**src/hw/prt_pkg.sv**
```systemverilog
package prt_pkg;

  // Register indices; byte address is four times the index
  localparam logic [9:0] IDX_CTRL = 10'h108;
  localparam logic [9:0] IDX_IOC  = 10'h10a;
  localparam logic [9:0] IDX_MODE = 10'h10b;
  localparam logic [9:0] IDX_PRE  = 10'h10c;
  localparam logic [9:0] IDX_TMR  = 10'h10d;

  // Mode register field positions
  localparam int MODE_LO = 0;
  localparam int WRC_BIT = 3;
  localparam int SRC_LO  = 4;
  localparam int CUT_BIT = 7;

  // Control register field positions
  localparam int START_BIT  = 0;
  localparam int STATUS_BIT = 1;
  localparam int STOP_BIT   = 2;

  // Reset values
  localparam logic [7:0] MODE_RST = 8'h00;
  localparam logic [3:0] IOC_RST  = 4'h0;
  localparam logic [7:0] CNT_RST  = 8'h00;

  // Internal clock dividers for the slower count sources
  localparam int DIV_F2 = 2;
  localparam int DIV_F8 = 8;

  typedef enum logic [1:0] {
    PRT_TIMER   = 2'b00,
    PRT_WAVE    = 2'b01,
    PRT_ONESHOT = 2'b10,
    PRT_WAIT    = 2'b11
  } prt_mode_t;

  typedef enum logic [1:0] {
    PRT_F1   = 2'b00,
    PRT_F8   = 2'b01,
    PRT_COMP = 2'b10,
    PRT_F2   = 2'b11
  } prt_src_t;

endpackage

```
**src/hw/prt_stage_if.sv**
```systemverilog
`timescale 1ns/1ps
interface prt_stage_if #(parameter int W = 8);
  logic         tick;   // Count pulse into the stage
  logic         wr;     // Software write, always updates reload
  logic         now;    // Write also loads counter at once
  logic         sync;   // Write loads counter at next tick
  logic [W-1:0] wdata;  // Written value
  logic [W-1:0] count;  // Live counter
  logic         uflow;  // One-cycle underflow pulse

  modport ctl   (output tick, wr, now, sync, wdata, input count, uflow);
  modport stage (input tick, wr, now, sync, wdata, output count, uflow);
endinterface

```
**src/hw/prt_stage.sv**
```systemverilog
`timescale 1ns/1ps
module prt_stage #(
  parameter int W = 8
) (
  input wire logic    hclk,    // System clock
  input wire logic    hresetn, // Async reset, active low
  prt_stage_if.stage  sif      // Stage controls and status
);

  typedef struct packed {
    logic [W-1:0] cnt;
    logic [W-1:0] reload;
    logic         pend;
    logic         uflow;
  } prt_stage_st_t;

  prt_stage_st_t st;
  prt_stage_st_t next_st;

  // Down counter with reload; reload transfer waits for the count pulse
  always_comb begin
    next_st = st;
    next_st.uflow = 1'b0;
    if (sif.tick) begin
      if (st.pend) begin
        next_st.cnt  = st.reload;
        next_st.pend = 1'b0;
      end else if (st.cnt == '0) begin
        next_st.cnt   = st.reload;
        next_st.uflow = 1'b1;
      end else begin
        next_st.cnt = st.cnt - 1'b1;
      end
    end
    if (sif.wr) begin
      next_st.reload = sif.wdata;
      if (sif.now) begin
        next_st.cnt  = sif.wdata;
        next_st.pend = 1'b0;
      end else if (sif.sync) begin
        next_st.pend = 1'b1;
      end
    end
  end

  always_ff @(posedge hclk or negedge hresetn) begin
    if (!hresetn) begin
      st <= '0;
    end else begin
      st <= next_st;
    end
  end

  assign sif.count = st.cnt;
  assign sif.uflow = st.uflow;

  // Underflow reloads and pulses within one cycle
  reload_uflow_a: assert property (@(posedge hclk) disable iff (!hresetn)
    (sif.tick && !st.pend && st.cnt == '0 && !sif.wr) |=> (st.uflow && st.cnt == $past(st.reload)))
    else $error("underflow did not reload");

  // A synchronous load waits for the next pulse
  sync_load_a: assert property (@(posedge hclk) disable iff (!hresetn)
    (sif.wr && sif.sync && !sif.now && !sif.tick) |=> (st.pend && st.cnt == $past(st.cnt)))
    else $error("synchronous load was not deferred");

  // Reload-only write must leave the counter on its own decrement path
  reload_only_a: assert property (@(posedge hclk) disable iff (!hresetn)
    (sif.wr && !sif.now && !sif.sync && !st.pend && st.cnt != '0)
      |=> (st.cnt == $past(st.cnt) - W'($past(sif.tick))))
    else $error("reload-only write changed counter");

endmodule

```
**src/hw/prt_src_sel.sv**
```systemverilog
`timescale 1ns/1ps
module prt_src_sel (
  input  wire logic             hclk,        // System clock
  input  wire logic             hresetn,     // Async reset, active low
  input  wire prt_pkg::prt_src_t sel,        // Count source choice
  input  wire logic             cut,         // Cut off the source
  input  wire logic             run,         // Counting enabled
  input  wire logic             comp_uflow,  // Companion timer underflow
  output logic                  tick         // Count pulse to prescaler
);

  typedef struct packed {
    logic [2:0] div;
  } prt_src_st_t;

  prt_src_st_t st;
  prt_src_st_t next_st;
  logic        f2_en;
  logic        f8_en;
  logic        raw;

  // Free-running divider gives f2 and f8 as one-cycle enables
  always_comb begin
    next_st.div = st.div + 3'h1;
  end

  always_ff @(posedge hclk or negedge hresetn) begin
    if (!hresetn) begin
      st <= '0;
    end else begin
      st <= next_st;
    end
  end

  assign f2_en = (st.div[0] == 1'b1);
  assign f8_en = (st.div == 3'(prt_pkg::DIV_F8 - 1));

  // Source mux; cutoff blocks the pulse entirely
  always_comb begin
    unique case (sel)
      prt_pkg::PRT_F1:   raw = 1'b1;
      prt_pkg::PRT_F8:   raw = f8_en;
      prt_pkg::PRT_COMP: raw = comp_uflow;
      prt_pkg::PRT_F2:   raw = f2_en;
    endcase
  end

  assign tick = raw && run && !cut;

endmodule

```
**src/hw/prt_timer.sv**
```systemverilog
// The implementer's own choice: register access over AHB-Lite.
`timescale 1ns/1ps
// What this block does
// - Mode field 00 timer, 01 waveform, 10 one-shot, 11 wait one-shot.
// - Write control 0 writes reload and counter while counting, 1 reload only.
// - Source field picks f1, f8, companion underflow or f2.
// - Cutoff bit set blocks the count source completely.
// - Unassigned mode bits and upper I/O control bits read zero.
// - Counter decrements and reloads on underflow, then keeps counting.
// - Underflow period is source divided by (n+1)(m+1).
// - Writing start bit 1 begins counting.
// - Writing start 0 or forced-stop 1 stops counting.
// - Each timer-stage underflow raises the interrupt request.
// - Reading prescaler and timer returns live counter values.
// - Writes while stopped load reload and counter regardless of write control.
// - Timer mode: one-shot registers unused, output pin is plain port.
// - Reload-to-counter transfers wait for the stage's count pulse.
// - Status flag is read-only, 1 while counting, 0 when stopped.
// - Forced-stop stops at once and always reads back 0.
module prt_timer #(
  parameter int W = 8
) (
  input  wire logic        hclk,                    // Bus clock, 250 MHz
  input  wire logic        hresetn,                 // Async reset, active low
  input  wire logic        hsel,                    // Slave select
  input  wire logic [31:0] haddr,                   // Byte address
  input  wire logic [1:0]  htrans,                  // Transfer type
  input  wire logic        hwrite,                  // Write when high
  input  wire logic [2:0]  hsize,                   // Word only
  input  wire logic [31:0] hwdata,                  // Write data
  input  wire logic        hready,                  // Bus ready
  output logic             hreadyout,               // Always ready
  output logic             hresp,                   // Always OKAY
  output logic [31:0]      hrdata,                  // Read data
  input  wire logic        comp_uflow,              // Companion underflow pulse
  output logic             irq_underflow,           // Timer underflow request
  output logic             output_level_select,     // I/O control bit 0
  output logic             output_switch,           // I/O control bit 1
  output logic             trigger_pin_control,     // I/O control bit 2
  output logic             trigger_polarity_select, // I/O control bit 3
  output logic             out_pin_is_port          // Output pin acts as port
);

  typedef struct packed {
    logic             ap_valid;
    logic             ap_write;
    logic [9:0]       ap_idx;
    logic [31:0]      rdata;
    logic             start;
    logic             counting;
    prt_pkg::prt_mode_t mode;
    logic             wrc;
    prt_pkg::prt_src_t src;
    logic             cut;
    logic [3:0]       ioc;
  } prt_st_t;

  prt_st_t    st;
  prt_st_t    next_st;
  logic       wr_dp;
  logic [7:0] wd;
  logic       src_tick;
  logic       run;

  prt_stage_if #(.W(W)) pre_if ();
  prt_stage_if #(.W(W)) tmr_if ();

  // Register read mux, used at the address phase
  function automatic logic [31:0] rd_mux(input logic [9:0] idx, input prt_st_t s,
                                         input logic [W-1:0] pc, input logic [W-1:0] tc);
    logic [7:0] v;
    v = 8'h00;
    unique case (idx)
      prt_pkg::IDX_CTRL: v = {5'h00, 1'b0, s.counting, s.start};
      prt_pkg::IDX_IOC:  v = {4'h0, s.ioc};
      prt_pkg::IDX_MODE: v = {s.cut, 1'b0, s.src, s.wrc, 1'b0, s.mode};
      prt_pkg::IDX_PRE:  v = 8'(pc);
      prt_pkg::IDX_TMR:  v = 8'(tc);
      default:           v = 8'h00;
    endcase
    return {24'h00_0000, v};
  endfunction

  assign wr_dp = st.ap_valid && st.ap_write;
  assign wd    = hwdata[7:0];

  // Bus slave and control registers
  always_comb begin
    next_st = st;
    if (hready) begin
      next_st.ap_valid = hsel && htrans[1];
      next_st.ap_write = hwrite;
      next_st.ap_idx   = haddr[11:2];
      if (hsel && htrans[1] && !hwrite) begin
        next_st.rdata = rd_mux(haddr[11:2], st, pre_if.count, tmr_if.count);
      end
    end
    // Status flag trails the start bit by one cycle on start; a stop write clears both in the same cycle
    next_st.counting = st.start;
    if (wr_dp) begin
      unique case (st.ap_idx)
        prt_pkg::IDX_CTRL: begin
          next_st.start    = wd[prt_pkg::START_BIT];
          next_st.counting = st.counting && wd[prt_pkg::START_BIT];
          if (wd[prt_pkg::STOP_BIT]) begin
            next_st.start    = 1'b0;
            next_st.counting = 1'b0;
          end
        end
        prt_pkg::IDX_MODE: begin
          next_st.mode = prt_pkg::prt_mode_t'(wd[prt_pkg::MODE_LO +: 2]);
          next_st.wrc  = wd[prt_pkg::WRC_BIT];
          next_st.src  = prt_pkg::prt_src_t'(wd[prt_pkg::SRC_LO +: 2]);
          next_st.cut  = wd[prt_pkg::CUT_BIT];
        end
        prt_pkg::IDX_IOC: next_st.ioc = wd[3:0];
        default: ;
      endcase
    end
  end

  always_ff @(posedge hclk or negedge hresetn) begin
    if (!hresetn) begin
      st       <= '0;
      st.mode  <= prt_pkg::prt_mode_t'(prt_pkg::MODE_RST[1:0]);
      st.src   <= prt_pkg::PRT_F1;
      st.ioc   <= prt_pkg::IOC_RST;
    end else begin
      st <= next_st;
    end
  end

  // Only timer mode counts; the other modes' pulse logic is not built
  assign run = st.counting && (st.mode == prt_pkg::PRT_TIMER);

  prt_src_sel u_src (
    .hclk       (hclk),
    .hresetn    (hresetn),
    .sel        (st.src),
    .cut        (st.cut),
    .run        (run),
    .comp_uflow (comp_uflow),
    .tick       (src_tick)
  );

  // Stage writes: stopped loads both, running follows write control
  assign pre_if.tick  = src_tick;
  assign pre_if.wr    = wr_dp && (st.ap_idx == prt_pkg::IDX_PRE);
  assign pre_if.now   = !st.counting;
  assign pre_if.sync  = st.counting && !st.wrc;
  assign pre_if.wdata = W'(wd);
  assign tmr_if.tick  = pre_if.uflow;
  assign tmr_if.wr    = wr_dp && (st.ap_idx == prt_pkg::IDX_TMR);
  assign tmr_if.now   = !st.counting;
  assign tmr_if.sync  = st.counting && !st.wrc;
  assign tmr_if.wdata = W'(wd);

  prt_stage #(.W(W)) u_pre (
    .hclk    (hclk),
    .hresetn (hresetn),
    .sif     (pre_if)
  );

  prt_stage #(.W(W)) u_tmr (
    .hclk    (hclk),
    .hresetn (hresetn),
    .sif     (tmr_if)
  );

  assign irq_underflow           = tmr_if.uflow;
  assign hreadyout               = 1'b1;
  assign hresp                   = 1'b0;
  assign hrdata                  = st.rdata;
  assign output_level_select     = st.ioc[0];
  assign output_switch           = st.ioc[1];
  assign trigger_pin_control     = st.ioc[2];
  assign trigger_polarity_select = st.ioc[3];
  assign out_pin_is_port         = (st.mode == prt_pkg::PRT_TIMER);

  stop_clears_a: assert property (@(posedge hclk) disable iff (!hresetn)
    (wr_dp && st.ap_idx == prt_pkg::IDX_CTRL && wd[prt_pkg::STOP_BIT])
      |=> (!st.start && !st.counting))
    else $error("forced stop did not stop");

  start_sets_a: assert property (@(posedge hclk) disable iff (!hresetn)
    (wr_dp && st.ap_idx == prt_pkg::IDX_CTRL && wd[0] && !wd[prt_pkg::STOP_BIT])
      |=> st.start ##1 st.counting)
    else $error("start did not begin counting");

  mode_read_a: assert property (@(posedge hclk) disable iff (!hresetn)
    (hready && hsel && htrans[1] && !hwrite && haddr[11:2] == prt_pkg::IDX_MODE)
      |=> (hrdata[2] == 1'b0 && hrdata[6] == 1'b0 && hrdata[31:8] == 24'h00_0000))
    else $error("reserved mode bits not zero");

  irq_cause_a: assert property (@(posedge hclk) disable iff (!hresetn)
    irq_underflow |-> ($past(pre_if.uflow) && $past(tmr_if.count) == '0))
    else $error("interrupt without underflow");

  // Watch the prescaler itself, not the gate that should freeze it
  cutoff_block_a: assert property (@(posedge hclk) disable iff (!hresetn)
    (st.cut && !pre_if.wr) |=> (pre_if.count == $past(pre_if.count)))
    else $error("count pulse passed cutoff");

  f1_source_a: assert property (@(posedge hclk) disable iff (!hresetn)
    (run && !st.cut && st.src == prt_pkg::PRT_F1) |-> src_tick)
    else $error("f1 source not counting every cycle");

  stopped_load_a: assert property (@(posedge hclk) disable iff (!hresetn)
    (pre_if.wr && !st.counting) |=> (pre_if.count == $past(pre_if.wdata)))
    else $error("stopped write did not load counter");

  mode_gate_a: assert property (@(posedge hclk) disable iff (!hresetn)
    (st.mode != prt_pkg::PRT_TIMER && !pre_if.wr)
      |=> (pre_if.count == $past(pre_if.count)))
    else $error("counting outside timer mode");

  irq_seen_c: cover property (@(posedge hclk) disable iff (!hresetn) irq_underflow);
  stop_seen_c: cover property (@(posedge hclk) disable iff (!hresetn)
    st.counting ##1 !st.counting);
  sync_write_c: cover property (@(posedge hclk) disable iff (!hresetn)
    pre_if.wr && pre_if.sync);

endmodule

```
**config.mk**
```make
export PLATFORM = sky130hd
export DESIGN_NAME = prt_timer
export DESIGN_NICKNAME = d
export VERILOG_FILES = /design/src/hw/prt_pkg.sv /design/src/hw/prt_stage_if.sv /design/src/hw/prt_stage.sv /design/src/hw/prt_src_sel.sv /design/src/hw/prt_timer.sv
export SDC_FILE = /design/constraint.sdc
export NUM_CORES = 1
export LEC_CHECK = 0
export ABC_CLOCK_PERIOD_IN_PS = 2600
export BUFFER_PORTS_ARGS = -buffer_cell sky130_fd_sc_hd__buf_2
export CAP_MARGIN = 40
export CELL_PAD_IN_SITES_DETAIL_PLACEMENT = 0
export CELL_PAD_IN_SITES_GLOBAL_PLACEMENT = 1
export CORE_MARGIN = 4
export CORE_UTILIZATION = 40
export DETAILED_ROUTE_END_ITERATION = 8
export MAX_ROUTING_LAYER = met4
export PLACE_DENSITY_LB_ADDON = 0.1
export SETUP_SLACK_MARGIN = 0.1
export SLEW_MARGIN = 20
export SYNTH_ARGS = -nofsm -noshare
export SYNTH_HDL_FRONTEND = slang
export SYNTH_SLANG_ARGS = --single-unit
```
**constraint.sdc**
```tcl
create_clock -name hclk -period 2.6 [get_ports hclk]
set_input_delay 0.13 -clock hclk [delete_from_list [all_inputs] [get_ports hclk]]
set_output_delay 0.13 -clock hclk [all_outputs]
set_load 0.02 [all_outputs]
```
==> flow_summary_export.csv <==
group,metric,value,unit
power,peakVddDrop,0.312,mV
sta,relSlewSlack,0.464,
synthesis,ys_seq_area_frac,0.446,
global_route,grt.met1_usage,0.256,
global_route,antenna_found_initial,0,
synthesis,yosysWarnings,0,
sta,tns,0,ns
floorplan,die_h,108,µm
global_route,grt.overflow.total,0,
sta,finalHoldViolCount,0,
sta,layout_min_cycle_time,2.26,ns
worst_hold_path,min_delay_path_depth,2,
critical_path,r2r_slack,0.34,ns
detailed_routing,drt-pass1-iter-count,4,
floorplan,design.die.area,11600,µm²
synthesis,yosysTopAreaCellShare,0.446,
sta,holdWs,0.0278,ns
finish,fin_nets,506,
finish,n_fill_cell,987,
detailed_routing,wl_per_cell,17.5,µm
sta,slew_viol_final,0,
sta,setup_viol,0,
critical_path,crit_required,2.83,ns
clock_tree,numCtsBuffers,9,
finish,final_layout_size_suffix_gt1_frac,0.260,
power,cellPowerDensity,667,nW/µm²
detailed_routing,vias_per_cell,5.26,
critical_path,start_kind,"flip-flop",
clock_tree,tritoncts,"done",
synthesis,syn_avg_cell_area,10.3,µm²
critical_path,crit_arrival,2.49,ns
finish,multiInputGateArea,1930,µm²
sta,rsz0062_at_grt,"false",
finish,areaGrowthSynthToFinish,12.5,%
clock_tree,ctsResizeCount,0,
sta,worst_pin_slew,0.798,ns
critical_path,r2r_cells,8,
floorplan,start_util,0.409,
worst_hold_path,holdPathEnd,"st[52]",
synthesis,ys_ff_latch,71,
clock_tree,clk_path_buf_depth,2,
status,status,"completed",
finish,register_area,1780,µm²
detailed_routing,antenna_left,0,
critical_path,endpoint_kind,"flip-flop",
worst_hold_path,hp-start,"haddr[10]",
clock_tree,clk_pin_slew,0.08,ns
synthesis,synthTopCellsByArea,"dfrtp_1, mux2_2, buf_4",
floorplan,fp-row-count,36,
global_route,met2_usage,0.282,
critical_path,critical_path.max_stage_delay,0.53,ns
place,dp_hpwl,7280,µm
clock_tree,cts_root_buffer,"clkbuf_8",
critical_path,critPathKind,"flip-flop to flip-flop",
flow_run,max_cap_violations,0,
clock_tree,worstSkewPairLatency,0.35,ns
global_route,grt_max_degree,38,
clock_tree,htree_levels,3,
floorplan,coreArea,9730,µm²
clock_tree,post_cts_buffers,0,
synthesis,synth_edf_count,0,
detailed_routing,wirelength,9850,µm
synthesis,yosysMostFrequentCell,"dfrtp_1",
floorplan,io_pins,115,
global_route,grt_pass1_wl,16100,µm
synthesis,yosys.area.top_type,"dfrtp_1",
worst_hold_path,hp-class,"input port to flip-flop",
detailed_routing,dr_total_vias,2968,
synthesis,async_flop_share,1.00,
global_route,track_usage,0.188,
global_route,gr-usage-met3,0.0456,
place,finalWeightedCongestion,0.832,
global_route,top_usage_layer,"met2",
critical_path,rr_startpoint,"u_pre.sif.count[0]",
critical_path,path_max_fanout,7,
global_route,grt_pass1_vias,2909,
sta,period_share,0.869,
critical_path,cp_slowest_cell,"a21oi_1",
detailed_routing,drt_iter0_markers,104,
clock_tree,holdBufCountCts,1,
floorplan,die_x,108,µm
synthesis,syn_inst,388,
synthesis,synthTopCellsByCount,"dfrtp_1, buf_4, nor2_1",
sta,skew,0.0114,ns
synthesis,synth_ff_type,"dfrtp_1",
detailed_routing,drc,0,
synthesis,ys_types,63,
sta,max_freq,443,MHz
finish,antenna_cells,0,
critical_path,r2r_end,"u_pre.sif.count[3]",
place,portBuffers,38,
power,leakage,2.01,nW
clock_tree,cts_sinks,71,
synthesis,synth_area,3980,µm²
critical_path,crit_chain,"inv_1, ha_1, nor4b_1, a21oi_1, buf_4, a21oi_1, o21ai_0, o21ai_0",
## worst max-delay path by stage
stage	startpoint	endpoint	slack, ns	depth (start not counted)
after floorplan	u_pre.sif.count[0]	u_pre.sif.count[1]	0.65	7
after global placement	u_pre.sif.count[0]	u_pre.sif.count[3]	0.38	8
after detailed placement	u_pre.sif.count[0]	u_pre.sif.count[3]	0.35	8
after CTS	u_pre.sif.count[0]	u_pre.sif.count[3]	0.35	8
after global routing	u_pre.sif.count[0]	u_pre.sif.count[1]	0.12	7
final	u_pre.sif.count[0]	u_pre.sif.count[3]	0.34	8
## critical path: cells and delay by family, from the launching register on
family / cells / cell delay, ns
adders and majority gates: 1 / 0.29
buffers and inverters: 2 / 0.35
AOI/OAI and AO/OA: 4 / 0.83
and+or+nand+nor: 1 / 0.19
DFF: 1 / 0.49
## power by group
group / leakage [nW] / total, mW / switching, mW / internal, mW
Sequential: 0.873 / 1.35 / 0.147 / 1.20
Combinational: 1.01 / 0.524 / 0.288 / 0.236
Clock: 0.130 / 1.12 / 0.426 / 0.690
Total: 2.01 / 2.99 / 0.861 / 2.13
## layout by cell type (no fill, tap or decap), types with 3 or more instances in the layout
master | netlist | routed
o21ai_0 | 17 | 17
nor2b_1 | 9 | 9
nor3_1 | 8 | 8
o22ai_1 | 4 | 4
bufinv_16 | 0 | 3
a21oi_1 | 26 | 26
nand2b_1 | 5 | 5
nand2_1 | 21 | 21
mux2_2 | 29 | 29
o211ai_1 | 3 | 3
inv_1 | 12 | 12
buf_2 | 2 | 37
or3_1 | 3 | 3
dfrtp_1 | 71 | 71
nor4_1 | 3 | 3
buf_4 | 34 | 12
nor3b_1 | 7 | 7
mux2_4 | 8 | 8
mux2i_1 | 7 | 7
clkbuf_8 | 0 | 11
ha_1 | 5 | 5
nand4b_1 | 3 | 3
a211oi_1 | 3 | 3
a31oi_1 | 4 | 4
nand3_1 | 7 | 7
a22oi_1 | 4 | 4
nor2_1 | 31 | 31
nand3b_1 | 4 | 4
conb_1 | 2 | 26
## flip-flops by register name (all words and copies together) (netlist names), 3 cells and up
| register | cells |
|---|---|
| u_pre.st | 9 |
| st | 20 |
| u_tmr.st | 9 |
| hrdata | 8 |
| u_pre.sif.count | 8 |
| u_src.st | 3 |
| u_tmr.sif.count | 8 |
## area by class of cell
cell class	instances	share of cell area
multi-input cells	281	0.431
flip-flops and latches	71	0.396
repair buffers	51	0.0681
well taps	133	0.0371
clock buffers	11	0.0338
clock inverters	5	0.0232
inverters	12	0.0101
## through the flow
stage          setup WS (ns)  power [mW]  utilization  instance area [µm²]  cells
6_report               0.342        2.99        0.461                 4480    564
5_1_grt                0.118        3.16        0.461                 4480    564
4_1_cts                0.352        3.02        0.461                 4480    564
3_5_place_dp           0.355        1.90        0.433                 4220    547
3_3_place_gp           0.384        1.88        0.431                 4200    546
2_1_floorplan          0.650        1.73            -                 4070    412
## per-layer routing
layer / up-vias / part of all wire / wire, µm
li1: 1419 / - / -
met1: 1481 / 0.48 / 4760
met2: 62 / 0.47 / 4650
met3: 6 / 0.038 / 379
met4: 0 / 0.0064 / 63
met5: - / 0 / 0
## logic make-up (layout without fill, tap and decap cells)
family,count (synthesis),in the layout,synth area share
and+or+nand+nor,115,115,0.162
AOI/OAI and AO/OA,89,89,0.149
DFF,71,71,0.446
buffers and inverters,60,79,0.0911
muxes,44,44,0.130
adders and majority gates,5,5,0.0157
other,2,26,0.00189
xor gates and xnor gates,2,2,0.00440
Note: power is estimated with default switching activity, not from simulation.
